[src/rtl/npcr_consts.vh]
`ifndef NPCR_CONSTS_VH
`define NPCR_CONSTS_VH
`define NPCR_CMD_READ 8'h00
`define NPCR_CMD_READ_CONF 8'h30
`define NPCR_CMD_COPYBACK_RD 8'h35
`define NPCR_CMD_CACHE_SEQ 8'h31
`define NPCR_CMD_CACHE_END 8'h3F
`define NPCR_CMD_STATUS 8'h70
`define NPCR_CMD_RESET 8'hFF
`define NPCR_CMD_PROG 8'h80
`define NPCR_CMD_PROG_CONF 8'h10
`define NPCR_CMD_CACHE_PROG 8'h15
`define NPCR_CMD_COL_IN 8'h85
`define NPCR_CMD_ERASE 8'h60
`define NPCR_CMD_ERASE_CONF 8'hD0
`define NPCR_CMD_COL_OUT 8'h05
`define NPCR_CMD_COL_OUT_CONF 8'hE0
`define NPCR_ADDR_CYCLES 3'd4
`define NPCR_OP_PAGE 3'd0
`define NPCR_OP_CACHE_SEQ 3'd1
`define NPCR_OP_CACHE_RND 3'd2
`define NPCR_OP_CACHE_END 3'd3
`define NPCR_OP_COL_CHANGE 3'd4
`define NPCR_OP_STATUS 3'd5
`define NPCR_OP_RESET 3'd6
`define NPCR_OP_COPYBACK 3'd7
`define NPCR_STROBE_CYC 4'd2
`define NPCR_BSY_WAIT_NS 100
`define NPCR_CLK_NS 8
`define NPCR_BSY_WAIT_CYC (`NPCR_BSY_WAIT_NS / `NPCR_CLK_NS)
`define NPCR_ST_CACHE_BITS_HI 6
`define NPCR_ST_CACHE_BITS_LO 5
`endif

[src/rtl/npcr_fifo.v]
`timescale 1ns/1ps
// -----------------------------------------------------------------
// Small synchronous FIFO for read data.
// -----------------------------------------------------------------
module npcr_fifo #(
  parameter WIDTH = 8,
  parameter DEPTH = 4,
  parameter AW = 2
) (
  input wire ref_clk_in,
  input wire arst_n_in,
  input wire in_valid_in,
  output wire in_ready_out,
  input wire [WIDTH-1:0] in_data_in,
  output wire out_valid_out,
  input wire out_ready_in,
  output wire [WIDTH-1:0] out_data_out
);
  reg [WIDTH-1:0] mem_q [0:DEPTH-1];
  reg [AW:0] cnt_q;
  reg [AW-1:0] wr_q;
  reg [AW-1:0] rd_q;
  wire push;
  wire pop;
  // Full and empty come straight from the fill count.
  assign in_ready_out = (cnt_q != DEPTH[AW:0]);
  assign out_valid_out = (cnt_q != {(AW+1){1'b0}});
  assign out_data_out = mem_q[rd_q];
  assign push = in_valid_in && in_ready_out;
  assign pop = out_valid_out && out_ready_in;
  // Storage has no reset; only pointers and the count need a defined value.
  always @(posedge ref_clk_in)
  begin
    if (push)
      mem_q[wr_q] <= in_data_in;
  end
  // Pointers wrap because depth is a power of two.
  always @(posedge ref_clk_in or negedge arst_n_in)
  begin
    if (!arst_n_in)
    begin
      cnt_q <= {(AW+1){1'b0}};
      wr_q <= {AW{1'b0}};
      rd_q <= {AW{1'b0}};
    end
    else
    begin
      if (push)
        wr_q <= wr_q + 1'b1;
      if (pop)
        rd_q <= rd_q + 1'b1;
      if (push && !pop)
        cnt_q <= cnt_q + 1'b1;
      else if (pop && !push)
        cnt_q <= cnt_q - 1'b1;
    end
  end
endmodule // npcr_fifo

[src/rtl/npcr_host.v]
`timescale 1ns/1ps
`include "npcr_consts.vh"
// -----------------------------------------------------------------
// Host side sequencer for page and cache reads over the NAND pins.
// -----------------------------------------------------------------
module npcr_host #(
  parameter COL_W = 12,
  parameter ROW_W = 16,
  parameter PAGE_BYTES = 2048
) (
  input wire ref_clk_in,
  input wire arst_n_in,
  input wire req_valid_in,
  output reg req_ready_out,
  input wire [2:0] req_op_in,
  input wire [COL_W-1:0] req_col_in,
  input wire [ROW_W-1:0] req_row_in,
  input wire [COL_W:0] req_len_in,
  output wire data_valid_out,
  input wire data_ready_in,
  output wire [7:0] data_out,
  output reg [7:0] status_out,
  output reg done_out,
  output reg chip_en_n_out,
  output reg cmd_latch_out,
  output reg addr_latch_out,
  output reg write_strobe_n_out,
  output reg read_strobe_n_out,
  output reg [7:0] io_out,
  output reg io_oe_n_out,
  input wire [7:0] io_in,
  input wire ready_busy_n_in
);
  // -----------------------------------------------------------------
  // State codes.
  // -----------------------------------------------------------------
  localparam S_IDLE = 4'd0;
  localparam S_CMD1 = 4'd1;
  localparam S_ADDR = 4'd2;
  localparam S_CMD2 = 4'd3;
  localparam S_WAIT = 4'd4;
  localparam S_BUSY = 4'd5;
  localparam S_READ = 4'd6;
  localparam S_STAT = 4'd7;
  localparam S_RECMD = 4'd8;
  localparam BSY_CYC = `NPCR_BSY_WAIT_CYC;
  reg [3:0] st_q;
  reg [2:0] op_q;
  reg [2:0] acnt_q;
  reg [3:0] tcnt_q;
  reg [4:0] wcnt_q;
  reg [COL_W:0] left_q;
  reg [COL_W-1:0] col_q;
  reg [ROW_W-1:0] row_q;
  reg [1:0] rbs_q;
  reg [7:0] ios1_q;
  reg [7:0] ios2_q;
  reg [7:0] cmd1;
  reg [7:0] cmd2;
  reg [7:0] abyte;
  reg fifo_push_q;
  reg [7:0] fifo_d_q;
  reg take_q;
  wire fifo_ready;
  wire rdy;
  wire phase_end;
  // Pins are outside our clock, so both pass two flops first.
  always @(posedge ref_clk_in or negedge arst_n_in)
  begin
    if (!arst_n_in)
    begin
      rbs_q <= 2'b00;
      ios1_q <= 8'h00;
      ios2_q <= 8'h00;
    end
    else
    begin
      rbs_q <= {rbs_q[0], ready_busy_n_in};
      ios1_q <= io_in;
      ios2_q <= ios1_q;
    end
  end
  assign rdy = rbs_q[1];
  assign phase_end = (tcnt_q == `NPCR_STROBE_CYC);
  // Command bytes per operation; only defined codes are ever sent.
  always @*
  begin
    cmd1 = `NPCR_CMD_READ;
    cmd2 = `NPCR_CMD_READ_CONF;
    case (op_q)
      `NPCR_OP_CACHE_SEQ: cmd1 = `NPCR_CMD_CACHE_SEQ;
      `NPCR_OP_CACHE_RND: cmd2 = `NPCR_CMD_CACHE_SEQ;
      `NPCR_OP_CACHE_END: cmd1 = `NPCR_CMD_CACHE_END;
      `NPCR_OP_COPYBACK: cmd2 = `NPCR_CMD_COPYBACK_RD;
      `NPCR_OP_STATUS: cmd1 = `NPCR_CMD_STATUS;
      `NPCR_OP_RESET: cmd1 = `NPCR_CMD_RESET;
      `NPCR_OP_COL_CHANGE:
      begin
        cmd1 = `NPCR_CMD_COL_OUT;
        cmd2 = `NPCR_CMD_COL_OUT_CONF;
      end
      default: cmd1 = `NPCR_CMD_READ;
    endcase
  end
  // Address byte order: two column cycles then two row cycles.
  always @*
  begin
    case (acnt_q)
      3'd0: abyte = col_q[7:0];
      3'd1: abyte = {4'h0, col_q[COL_W-1:8]};
      3'd2: abyte = row_q[7:0];
      default: abyte = row_q[15:8];
    endcase
  end
  // -----------------------------------------------------------------
  // Main sequencer.
  // -----------------------------------------------------------------
  always @(posedge ref_clk_in or negedge arst_n_in)
  begin
    if (!arst_n_in)
    begin
      st_q <= S_IDLE;
      op_q <= 3'd0;
      acnt_q <= 3'd0;
      tcnt_q <= 4'd0;
      wcnt_q <= 5'd0;
      left_q <= {(COL_W+1){1'b0}};
      col_q <= {COL_W{1'b0}};
      row_q <= {ROW_W{1'b0}};
      req_ready_out <= 1'b0;
      done_out <= 1'b0;
      status_out <= 8'h00;
      chip_en_n_out <= 1'b1;
      cmd_latch_out <= 1'b0;
      addr_latch_out <= 1'b0;
      write_strobe_n_out <= 1'b1;
      read_strobe_n_out <= 1'b1;
      io_out <= 8'h00;
      io_oe_n_out <= 1'b1;
      fifo_push_q <= 1'b0;
      fifo_d_q <= 8'h00;
      take_q <= 1'b0;
    end
    else
    begin
      done_out <= 1'b0;
      take_q <= 1'b0;
      // A byte leaves the synchroniser a cycle after its phase and stays offered until the buffer takes it.
      fifo_push_q <= take_q || (fifo_push_q && !fifo_ready);
      if (take_q)
        fifo_d_q <= ios2_q;
      tcnt_q <= phase_end ? 4'd0 : tcnt_q + 4'd1;
      case (st_q)
        S_IDLE:
        begin
          // Device powers up in read mode, so no command is sent first.
          req_ready_out <= rdy;
          tcnt_q <= 4'd0;
          chip_en_n_out <= 1'b1;
          if (req_valid_in && req_ready_out)
          begin
            req_ready_out <= 1'b0;
            op_q <= req_op_in;
            col_q <= req_col_in;
            row_q <= req_row_in;
            left_q <= req_len_in;
            acnt_q <= 3'd0;
            chip_en_n_out <= 1'b0;
            st_q <= S_CMD1;
          end
        end
        S_CMD1:
        begin
          // Command latched on the rising write strobe with latch high.
          cmd_latch_out <= 1'b1;
          io_out <= cmd1;
          io_oe_n_out <= 1'b0;
          write_strobe_n_out <= (tcnt_q == 4'd0) ? 1'b0 : 1'b1;
          if (phase_end)
          begin
            cmd_latch_out <= 1'b0;
            if (op_q == `NPCR_OP_CACHE_SEQ || op_q == `NPCR_OP_CACHE_END || op_q == `NPCR_OP_RESET)
              st_q <= S_WAIT;
            else if (op_q == `NPCR_OP_STATUS)
              st_q <= S_STAT;
            else
              st_q <= S_ADDR;
          end
        end
        S_ADDR:
        begin
          // Column change sends two cycles, page reads four.
          addr_latch_out <= 1'b1;
          io_out <= abyte;
          io_oe_n_out <= 1'b0;
          write_strobe_n_out <= (tcnt_q == 4'd0) ? 1'b0 : 1'b1;
          if (phase_end)
          begin
            acnt_q <= acnt_q + 3'd1;
            if ((op_q == `NPCR_OP_COL_CHANGE && acnt_q == 3'd1) || acnt_q == `NPCR_ADDR_CYCLES - 3'd1)
            begin
              addr_latch_out <= 1'b0;
              st_q <= S_CMD2;
            end
          end
        end
        S_CMD2:
        begin
          cmd_latch_out <= 1'b1;
          io_out <= cmd2;
          io_oe_n_out <= 1'b0;
          write_strobe_n_out <= (tcnt_q == 4'd0) ? 1'b0 : 1'b1;
          if (phase_end)
          begin
            cmd_latch_out <= 1'b0;
            // Cache random reads and copy back restart at column zero; page read and column change keep their own.
            if (op_q != `NPCR_OP_COL_CHANGE)
              col_q <= (op_q == `NPCR_OP_PAGE) ? col_q : {COL_W{1'b0}};
            st_q <= (op_q == `NPCR_OP_COL_CHANGE) ? S_READ : S_WAIT;
          end
        end
        S_WAIT:
        begin
          // Busy may take a while to fall, so wait a fixed time first.
          io_oe_n_out <= 1'b1;
          wcnt_q <= wcnt_q + 5'd1;
          if (wcnt_q == BSY_CYC[4:0])
          begin
            wcnt_q <= 5'd0;
            st_q <= S_BUSY;
          end
        end
        S_BUSY:
        begin
          // Nothing but waiting happens while busy is low.
          if (rdy)
          begin
            if (op_q == `NPCR_OP_RESET || op_q == `NPCR_OP_COPYBACK || left_q == {(COL_W+1){1'b0}})
            begin
              done_out <= 1'b1;
              st_q <= S_IDLE;
            end
            else
              st_q <= S_READ;
            tcnt_q <= 4'd0;
          end
        end
        S_READ:
        begin
          // Each one-cycle strobe pulse yields a byte; a byte still offered holds the next pulse back.
          io_oe_n_out <= 1'b1;
          read_strobe_n_out <= 1'b1;
          if (tcnt_q == 4'd0)
          begin
            if (fifo_ready && !fifo_push_q)
              read_strobe_n_out <= 1'b0;
            else
              tcnt_q <= 4'd0;
          end
          if (phase_end)
          begin
            take_q <= 1'b1;
            col_q <= col_q + 1'b1;
            left_q <= left_q - 1'b1;
            // Stop at the requested length or the end of the page.
            if (left_q == 1 || col_q == PAGE_BYTES - 1)
            begin
              done_out <= 1'b1;
              st_q <= S_IDLE;
            end
          end
        end
        S_STAT:
        begin
          io_oe_n_out <= 1'b1;
          read_strobe_n_out <= (tcnt_q == 4'd0) ? 1'b0 : 1'b1;
          if (phase_end)
          begin
            st_q <= S_RECMD;
            tcnt_q <= 4'd0;
          end
        end
        S_RECMD:
        begin
          // Status bits 6:5 tell cache busy, cache ready, or idle; the byte is through the synchroniser now.
          if (tcnt_q == 4'd0)
            status_out <= ios2_q;
          // A status poll leaves the device in status output, so read mode is restored.
          cmd_latch_out <= 1'b1;
          io_out <= `NPCR_CMD_READ;
          io_oe_n_out <= 1'b0;
          write_strobe_n_out <= (tcnt_q == 4'd0) ? 1'b0 : 1'b1;
          if (phase_end)
          begin
            cmd_latch_out <= 1'b0;
            io_oe_n_out <= 1'b1;
            done_out <= 1'b1;
            st_q <= S_IDLE;
          end
        end
        default: st_q <= S_IDLE;
      endcase
    end
  end
  // Read data buffer; a stalled drain holds back the read strobe.
  npcr_fifo #(
    .WIDTH(8),
    .DEPTH(4),
    .AW(2)
  ) u_fifo (
    .ref_clk_in(ref_clk_in),
    .arst_n_in(arst_n_in),
    .in_valid_in(fifo_push_q),
    .in_ready_out(fifo_ready),
    .in_data_in(fifo_d_q),
    .out_valid_out(data_valid_out),
    .out_ready_in(data_ready_in),
    .out_data_out(data_out)
  );
endmodule // npcr_host

[config.mk]
export PLATFORM = sky130hd
export DESIGN_NAME = npcr_host
export DESIGN_NICKNAME = d
export VERILOG_FILES = /design/src/rtl/npcr_fifo.v /design/src/rtl/npcr_host.v
export VERILOG_INCLUDE_DIRS = /design/src /design/src/rtl
export SDC_FILE = /design/constraint.sdc
export NUM_CORES = 1
export LEC_CHECK = 0
export BUFFER_PORTS_ARGS = -buffer_cell sky130_fd_sc_hd__buf_2
export CORE_MARGIN = 3
export CORE_UTILIZATION = 58
export CTS_CLUSTER_SIZE = 20
export DETAILED_ROUTE_END_ITERATION = 7
export PLACE_DENSITY = 0.77
export SETUP_SLACK_MARGIN = 0.5
export SYNTH_ARGS = -nofsm -noshare
export SYNTH_HDL_FRONTEND = slang
export SYNTH_SLANG_ARGS = --single-unit
[constraint.sdc]
create_clock -name ref_clk_in -period 2.37 [get_ports ref_clk_in]
set_input_delay 0.474 -clock ref_clk_in [delete_from_list [all_inputs] [get_ports ref_clk_in]]
set_output_delay 0.474 -clock ref_clk_in [all_outputs]
set_load 0.03 [all_outputs]
## After elaboration in Yosys (flattened, before gate mapping)

Memory sizes are Yosys's and may differ from the RTL's.
Cells that the tools add are included.

| word-level totals | value |
|---|---|
| memories | 1 |
| flip-flop bits (word level) | 119 |
| bits in writable memories | 32 |
| input port bits | 57 |

Memory list:

| name | words | width | rd ports | clocked after Yosys merged registers in | write ports | RTL line | RTL |
|---|---|---|---|---|---|---|---|
| u_fifo.mem_q | 4 | 8 | 1 | 0 | 1 | npcr_fifo.v:19 | `reg [WIDTH-1:0] mem_q [0:DEPTH-1];` |

| operators by class | value |
|---|---|
| equality and inequality tests | 37 |
| add/sub/neg operators | 9 |
| reduce and logical (&&, ||, !) cells | 42 |
| multiplexer cells | 60 |

Operators with widths:

| kind | count |
|---|---|
| $mux 4 | 16 |
| $mux 12 | 5 |
| $pmux 8 s3 | 2 |
| $pmux 8 s5 | 1 |
| $pmux 12 s3 | 1 |
| $pmux 4 s9 | 1 |
| $pmux 8 s4 | 1 |
| $mux 13 | 2 |
| $ne 2x2->1 const B | 13 |
| $pmux 13 s2 | 1 |
| $mux 3 | 7 |
| $eq 4x3->1 const B | 4 |
| $mux 1 | 16 |
| $pmux 4 s4 | 1 |
| $eq 13x1->1 const B | 1 |
| $logic_not 13->1 | 1 |
| $sub 13x1->13 const B | 1 |
| $add 12x1->12 const B | 1 |
| $eq 12x11->1 const B | 1 |
| $eq 3x2->1 const B | 4 |
| $eq 3x3->1 const B | 4 |
| $eq 4x2->1 const B | 3 |
| $reduce_and 11->1 | 1 |
| $reduce_bool 3->1 | 3 |
| 27 further kinds | 57 |

## Longest topological paths before layout

Gate-level depths: netlist of run 1.

| logic depth | value |
|---|---|
| depth after elaboration | 6 |
| gate-level depth with buffers | 9 |

## Modules after synthesis

From an unflattened synthesis of run 1, not the netlist that was laid out.

| unflattened totals | value |
|---|---|
| cell total of the unflattened synthesis | 623 |
| area total of the unflattened synthesis | 7295.7 sq um |

By module, submodules not included:

| module | area an instance (sq um) | cells each | times used |
|---|---|---|---|
| npcr_host | 5711.7 | 546 | 1 |
| npcr_fifo | 1584.0 | 77 | 1 |

## Least setup slack after synthesis of run 1

Ideal clock, no wire load.

| timing path | value |
|---|---|
| path kind | reg-to-reg |
| start | register u_fifo.cnt_q[0] |
| end | register u_fifo.cnt_q[2] |
| data required time | 2291 ps |
| stages on the path, launching flop included | 9 |
| clock period less this slack | 2188 ps |
| path buffers | 0 |
| arrival time | 2108 ps |
| slack | 182 ps |
| setup time | 79 ps |
| cells stage by stage | dfrtp_1 > or3_1 > nand2_1 > ha_1 > inv_1 > fa_1 > xor2_1 > nor2_1 > xor2_1 |

| between the ends | value |
|---|---|
| longest elaborated chain between the ends | 5 |

RTL lines:

| item | RTL line | RTL |
|---|---|---|
| start: declaration | npcr_fifo.v:20 | `reg [AW:0] cnt_q;` |
| start signal: assignment | npcr_fifo.v:42 | `cnt_q <= {(AW+1){1'b0}};` |
| start signal: assignment | npcr_fifo.v:53 | `cnt_q <= cnt_q + 1'b1;` |
| start signal: assignment | npcr_fifo.v:55 | `cnt_q <= cnt_q - 1'b1;` |
| $reduce_bool 3->1 (*) | npcr_fifo.v:27 | `assign out_valid_out = (cnt_q != {(AW+1){1'b0}});` |
| via data_valid_out | npcr_host.v:19 | `output wire data_valid_out,` |
| $logic_and 1x1->1 (*) | npcr_fifo.v:30 | `assign pop = out_valid_out && out_ready_in;` |
| $logic_not 1->1 | npcr_fifo.v:52 | `if (push && !pop)` |
| $logic_and 1x1->1 | npcr_fifo.v:52 |  |
| $mux 3 or $reduce_bool 2->1 (tied branches) | - |  |

The timed path passes the listed nets; every way through them passes the cells marked *. The select of a mux whose other input is x is not followed.
A chain may end at the register's enable or synchronous reset.

## Final worst setup path of run 1

| timing path | value |
|---|---|
| start | register op_q[2] |
| end | register st_q[0] |

| between the ends | value |
|---|---|
| longest elaborated chain between the ends | 6 |

RTL lines:

| item | RTL line | RTL |
|---|---|---|
| start: declaration | npcr_host.v:48 | `reg [2:0] op_q;` |
| start signal: assignment | npcr_host.v:163 | `op_q <= req_op_in;` |
| $eq 3x1->1 or $eq 3x2->1 (tied branches) | - |  |
| $logic_or 1x1->1 (no source line) (2 in a row) | - |  |
| $mux 3 | npcr_host.v:182 | `` if (op_q == `NPCR_OP_CACHE_SEQ \|\| op_q == `NPCR_OP_CACHE_END \|\| op_q == `NPCR_OP_RESET) `` |
| $mux 4 | npcr_host.v:179 | `if (phase_end)` |
| $pmux 4 s9 | npcr_host.v:153 | `case (st_q)` |
| end signal: assignment | npcr_host.v:219 | `` st_q <= (op_q == `NPCR_OP_COL_CHANGE) ? S_READ : S_WAIT; `` |
| end: declaration | npcr_host.v:47 | `reg [3:0] st_q;` |

Several ways; a longest one is shown, not always the timed one. The select of a mux whose other input is x is not followed.

==> results of run 1 <==
[registers in the layout, indices dropped and copies added (netlist names), 2 cells and up]
name          flops
fifo_d_q          8
col_q            12
acnt_q            3
u_fifo.mem_q     32
io_out            8
u_fifo.wr_q       2
ios2_q            8
st_q              4
wcnt_q            5
tcnt_q            4
row_q            16
u_fifo.cnt_q      3
status_out        8
rbs_q             2
ios1_q            8
left_q           13
op_q              3
u_fifo.rd_q       2
[synthesized netlist by cell type (5+ instances only)]
master / number / area share, %
nand4_1: 5 / 0.43
nand3_1: 16 / 1.1
nand2b_1: 7 / 0.60
a211oi_1: 5 / 0.51
o2bb2ai_1: 6 / 0.72
xnor2_1: 5 / 0.60
o21ai_0: 35 / 2.4
o21ai_1: 6 / 0.41
nor3_1: 12 / 0.82
a31oi_1: 5 / 0.43
buf_4: 5 / 0.51
a22o_1: 6 / 0.72
nor4_1: 5 / 0.43
edfxtp_1: 32 / 13
inv_1: 20 / 1.0
a22oi_1: 11 / 1.1
ha_1: 18 / 3.1
o22a_1: 6 / 0.72
nand2_1: 46 / 2.4
nor2_1: 51 / 2.6
and2_1: 6 / 0.51
mux4_2: 8 / 2.5
dfrtp_1: 115 / 39
buf_2: 9 / 0.61
a21oi_1: 41 / 2.8
clkbuf_1: 15 / 0.77
mux2_2: 38 / 5.8
o31ai_1: 6 / 0.61
[worst reg2reg max path, cell delays in order (launching register included)]
cell and delay, ns:
dfrtp_1 0.55, inv_1 0.20, or4b_2 0.67, a21oi_1 0.26, nor2_1 0.09, o32ai_2 0.37
[report_power, final]
part	switching, mW	total (mW)	internal [mW]
clock network	1.12	2.89	1.77
registers	1.05	4.61	3.56
logic	3.83	7.07	3.24
[stage by stage]
step / hold WS [ns] / power (mW) / worst slack (ns) / std cells / util (%)
after floorplan: 0.1784 / 7.844 / 0.3947 / 640 / -
after global placement: 0.3321 / 8.965 / 0.1132 / 885 / 66.44
after detailed placement: 0.3381 / 9.197 / 0.1440 / 885 / 66.44
after CTS: 0.07220 / 12.98 / 0.2485 / 959 / 77.07
after global routing: 0.08277 / 15.14 / 0.1000 / 992 / 83.05
final: 0.05905 / 14.56 / 0.08371 / 992 / 83.05
[what timing repair did]
action	in CTS	in global routing
pin swaps	27	45
endpoints found under the setup margin	74	76
hold buffers	0	0
gates resized for setup	66	108
setup buffers	38	29
hold endpoints to repair	0	0
cloned	4	4
[worst max-delay path by stage]
stage | end | slack [ns]
6_report | st_q[0]$_DFFE_PN0P_ | 0.08
5_1_grt | st_q[0]$_DFFE_PN0P_ | 0.10
4_1_cts | data_out[6] | 0.25
3_5_place_dp | st_q[1]$_DFFE_PN0P_ | 0.14
3_3_place_gp | st_q[1]$_DFFE_PN0P_ | 0.11
2_1_floorplan | u_fifo.cnt_q[2]$_DFFE_PN0P_ | 0.39
[cells by family (layout without fill, tap and decap cells)]
kind of cell	Yosys count	in the layout
xor gates and xnor gates	9	9
buffers and inverters	58	239
adders and majority gates	19	19
and+or+nand+nor	188	188
AOI/OAI and AO/OA	168	171
muxes	47	47
DFF	151	151
[final cells by class]
type / instances / area, um^2
sequential: 151 / 3961
multi-input combinational: 434 / 3692
fill: 607 / 2062
timing repair buffer: 186 / 1523
clock buffer: 18 / 429.2
tap: 168 / 210.2
clock inverter: 14 / 198.9
inverter: 21 / 85.08
[metal layers]
metal | share of wire, % | up-vias | wire length, um
met3 | 8.7 | 131 | 2036
met4 | 5.6 | 0 | 1306
met1 | 36 | 3156 | 8381
met2 | 50 | 498 | 11640
li1 | - | 2731 | -
met5 | 0 | - | 0
==> impl_metrics.tcl, run 1 <==
set metrics [dict create \
    status "finished, final reports clean" \
    rsz0062_at_grt "yes" \
    startpoint "op_q[2]$_DFFE_PN0P_" \
    timing.rr.end "st_q[0]$_DFFE_PN0P_" \
    cts_buffers 17 \
    initial_core_util_pct 60.28 \
    wirelength_um 23360 \
    clkSlewWorstSetupHoldPaths_ns 0.06 \
    use_met1_pct 32.76 \
    busiest_layer "met2" \
    setup_viol 0 \
    drc 0 \
    syn_inst 640 \
    setup_tns_ns 0 \
    cp-end-kind "flip-flop" \
    synth_compound_area_share_pct 15.77 \
    critical_path_depth 5 \
    syn2layout_area_growth_pct 37.77 \
    drtPass1Iterations 8 \
    dpl_cell_area_mm2 0.008080 \
    synth_warnings 0 \
    critPathArrivalTime_ns 2.58 \
    synthArstFlopShare_pct 78.81 \
    final_cell_mix "dfrtp_1 (101), buf_2 (79), buf_4 (64)" \
    synth_top_family_by_area "compound AO/OA/AOI/OAI gates" \
    rrSetupSlack_ns 0.08 \
    ff2ff_path_depth 5 \
    period_minus_slack_ns 2.286 \
    cpLargestDelayFamily "simple AND/OR/NAND/NOR gates" \
    grt.overflow.total 0 \
    tightest_slew_ns 0.6504 \
    port_buffers 89 \
    maxSlewViolCount 0 \
    antenna_found_initial 0 \
    grt_pass1_wl_um 30780 \
    cts.sinks 151 \
    power_density_mw_per_mm2 1442 \
    crit_type "reg -> reg" \
    grt_max_degree 46 \
    via_per_inst 6.569 \
    drive_gt1_share_pct 45.39 \
    syn_area_mm2 0.007331 \
    die_w_um 118.4 \
    synth_seq_cells 151 \
    cts_buffer_depth 2 \
    synthFlopType "dfrtp_1" \
    synth_edf_count 32 \
    synth_xor_area_share_pct 1.075 \
    synth.distinct_cells 81 \
    crit_path_max_fanout 9 \
    drt_iter0_drc 902 \
    hpwlAfterDp_um 11880 \
    use_met3_pct 5.694 \
    drt.antenna.violating_nets 0 \
    muxShareOfSynthArea_pct 8.431 \
    max_freq_mhz 437.4 \
    ios 90 \
    path_cells "inv_1 > or4b_2 > a21oi_1 > nor2_1 > o32ai_2" \
    gr-usage-met2_pct 49.41 \
    clock-root-buffer "clkbuf_16" \
    via_count 6516 \
    hold_viol 0 \
    cp-start-kind "flip-flop" \
    coreArea_mm2 0.01216 \
    cts_tree "yes" \
    dieArea_mm2 0.01402 \
    htree_levels 4 \
    cp.buffers_inverters 1 \
    ir_drop_mv 0.8927 \
    ys_seq_area_share_pct 53.80 \
    hold_class "in -> async" \
    worstPathRequired_ns 2.66 \
    critPathMaxStageDelay_ns 0.67 \
    nNetsFinal 887 \
    cpMaxStageDelayCell "or4b_2" \
    grt_pass1_vias 6036 \
    drt-wirelength-per-cell_um 23.55 \
    clkLatencyLatePin_ns 0.44 \
    layout_commonest_cell "dfrtp_1" \
    cap_violations 0 \
    rows 40 \
    r2r-start "op_q[2]$_DFFE_PN0P_" \
    grt_use_total_pct 27.83 \
    fin_crit_sh_pct 96.47 \
    final.setup_skew_ns 0.01036 \
    cellLeakagePower_nw 4.294 \
    synth_adder_area_share_pct 3.345 \
    die_h_um 118.4 \
    synth-simple-area-share_pct 13.77 \
    syn_nets 716 \
    gp_congestion 0.9483 \
    diodes 0 \
    slew_headroom_pct 56.48 \
    design_area_mm2 0.01010 \
    syn_avg_cell_area_um2 11.45 \
]
No activity file was read; power rests on OpenSTA's default activity.
==> run 2, diff against run 1 <==
- CORE_UTILIZATION: 58 -> 55
- PLACE_DENSITY: 0.77 -> 0.73
==> run 2 against run 1 <==
Sequential power shrank 2%. Via count shrank 4.9%. Routed wire length shrank 13%. Clock power shrank 9.3%. Non-clock buffer count shrank 12. Sequential share of layout area grew 1.2 points. Sequential cell count is the same. Cell count shrank 0.91%. Clock skew shrank 0.0032 ns.
==> impl_metrics.tcl, run 2 (synthesis gave the netlist of run 1 again) <==
set metrics [dict create \
    p_comb_share_pct 48.3 \
    p_clk_share_pct 18.9 \
    drt.antenna.violating_nets 0 \
    final.setup_skew_ns 0.007152 \
    ff2ff_path_depth 6 \
    htree_levels 4 \
    ios 90 \
    cellLeakagePower_nw 4.172 \
    power_switching_mw 5.555 \
    cts_buffers 17 \
    setup_viol 0 \
    fin_crit_sh_pct 89.87 \
    dieArea_mm2 0.01475 \
    setup_tns_ns 0 \
    rsz0062_at_grt "yes" \
    grt_pass1_vias 5923 \
    drtPass1Iterations 6 \
    power_density_mw_per_mm2 1413 \
    final_cell_mix "dfrtp_1 (102), buf_2 (85), buf_4 (63)" \
    layout_commonest_cell "dfrtp_1" \
    hold_class "in -> async" \
    holdWs_ns 0.01212 \
    hpwlAfterDp_um 11890 \
    via_count 6199 \
    cap_violations 0 \
    syn2layout_area_growth_pct 33.78 \
    antenna_found_initial 0 \
    max_freq_mhz 469.5 \
    cts_tree "yes" \
    slew_headroom_pct 61.11 \
    initial_core_util_pct 57.16 \
    cts.sinks 151 \
    nNetsFinal 875 \
    hold_viol 0 \
    rows 41 \
    coreArea_mm2 0.01282 \
    grt_max_degree 54 \
    gp_congestion 0.9224 \
    diodes 0 \
    grt_pass1_wl_um 29110 \
    ctsHoldBuffers 0 \
    cts_buffer_depth 2 \
    die_h_um 121.5 \
    status "finished, final reports clean" \
    design_area_mm2 0.009807 \
    maxSlewViolCount 0 \
    swShare_pct 40.09 \
    crit_type "reg -> out" \
    largest_register "u_fifo.mem_q" \
    fill_cells 800 \
    reg.largest.list "u_fifo.mem_q x32, row_q x16, left_q x13" \
    port_buffers 89 \
    drive_gt1_share_pct 44.27 \
    drc 0 \
    drt_iter0_drc 560 \
    clkSlewWorstSetupHoldPaths_ns 0.06 \
    multi_input_area_mm2 0.003656 \
    period_minus_slack_ns 2.130 \
    tightest_slew_ns 0.5819 \
    seq_power_share_pct 32.7 \
    p_total_mw 13.86 \
    grt.overflow.total 0 \
    grt_use_total_pct 25.31 \
    p_int_mw 8.302 \
    clock-root-buffer "clkbuf_16" \
    drt-wirelength-per-cell_um 20.71 \
    regArea_mm2 0.003960 \
    clkLatencyLatePin_ns 0.42 \
    dpl_cell_area_mm2 0.008090 \
    die_w_um 121.5 \
    crit_path_max_fanout 9 \
    cp-start-kind "flip-flop" \
    ir_drop_mv 0.7076 \
    wirelength_um 20350 \
    cp-end-kind "output port" \
    critPathArrivalTime_ns 1.66 \
    worstPathRequired_ns 1.90 \
    via_per_inst 6.306 \
    largest_reg_flops 32 \
]
[run 2: per-stage QoR]
| stage | setup slack, ns | util, % | instances |
|---|---|---|---|
| 2_1_floorplan | 0.3947 | - | 640 |
| 3_3_place_gp | 0.3437 | 63.08 | 888 |
| 3_5_place_dp | 0.2711 | 63.08 | 888 |
| 4_1_cts | 0.2069 | 70.68 | 946 |
| 5_1_grt | 0.1844 | 76.47 | 983 |
| 6_report | 0.2402 | 76.47 | 983 |
[run 2: repair_timing]
action                                  4_1_cts  5_1_grt
endpoints found under the setup margin       62       75
buffers inserted                             26       27
resized for setup                            46      106
pin swaps                                    19       42
gates cloned                                  1       10
hold endpoints to repair                      0        0
[run 2: path summary, 6_finish.rpt]
kind | start | endpoint | slack [ns]
min in group ref_clk_in | ready_busy_n_in | rbs_q[0]$_DFF_PN0_ | 0.16
setup / recovery | u_fifo.rd_q[0]$_DFFE_PN0P_ | data_out[7] | 0.24
setup reg to reg | st_q[0]$_DFFE_PN0P_ | col_q[5]$_DFFE_PN0P_ | 0.39
hold / removal | arst_n_in | status_out[5]$_DFFE_PN0P_ | 0.01
max in group asynchronous | arst_n_in | chip_en_n_out$_DFFE_PN1P_ | 1.63
hold reg to reg | ios1_q[1]$_DFF_PN0_ | ios2_q[1]$_DFF_PN0_ | 0.35
[run 2: cell type report]
cell class              instances  share of cell area [%]
flip-flops and latches        151                   40.38
multi-input cells             434                   37.28
repair buffers                174                   13.47
clock buffers                  23                   4.772
well taps                     172                   2.194
clock inverters                 8                   1.033
inverters                      21                  0.8676
[run 2: metal layers]
metal | vias to the layer above | global-route usage, % | part of all wire [%]
met4 | 0 | 10.29 | 2.9
met1 | 3129 | 32.85 | 40
met2 | 290 | 41.07 | 50
met5 | - | 0 | 0
li1 | 2717 | - | -
met3 | 63 | 6.061 | 6.7
[run 2: power by group through the flow]
| stage | Clock, mW | Combinational (mW) | Sequential (mW) |
|---|---|---|---|
| 2_1_floorplan | 0 | 3.40 | 4.45 |
| 3_3_place_gp | 0 | 4.68 | 4.38 |
| 3_5_place_dp | 0 | 4.85 | 4.44 |
| 4_1_cts | 2.64 | 5.46 | 4.41 |
| 5_1_grt | 2.76 | 7.16 | 4.64 |
| 6_report | 2.62 | 6.70 | 4.53 |
[run 2: worst max-delay path, stage by stage (launching register included)]
cell and delay, ns:
dfrtp_1 0.36, buf_8 0.16, mux4_2 0.52, buf_4 0.19
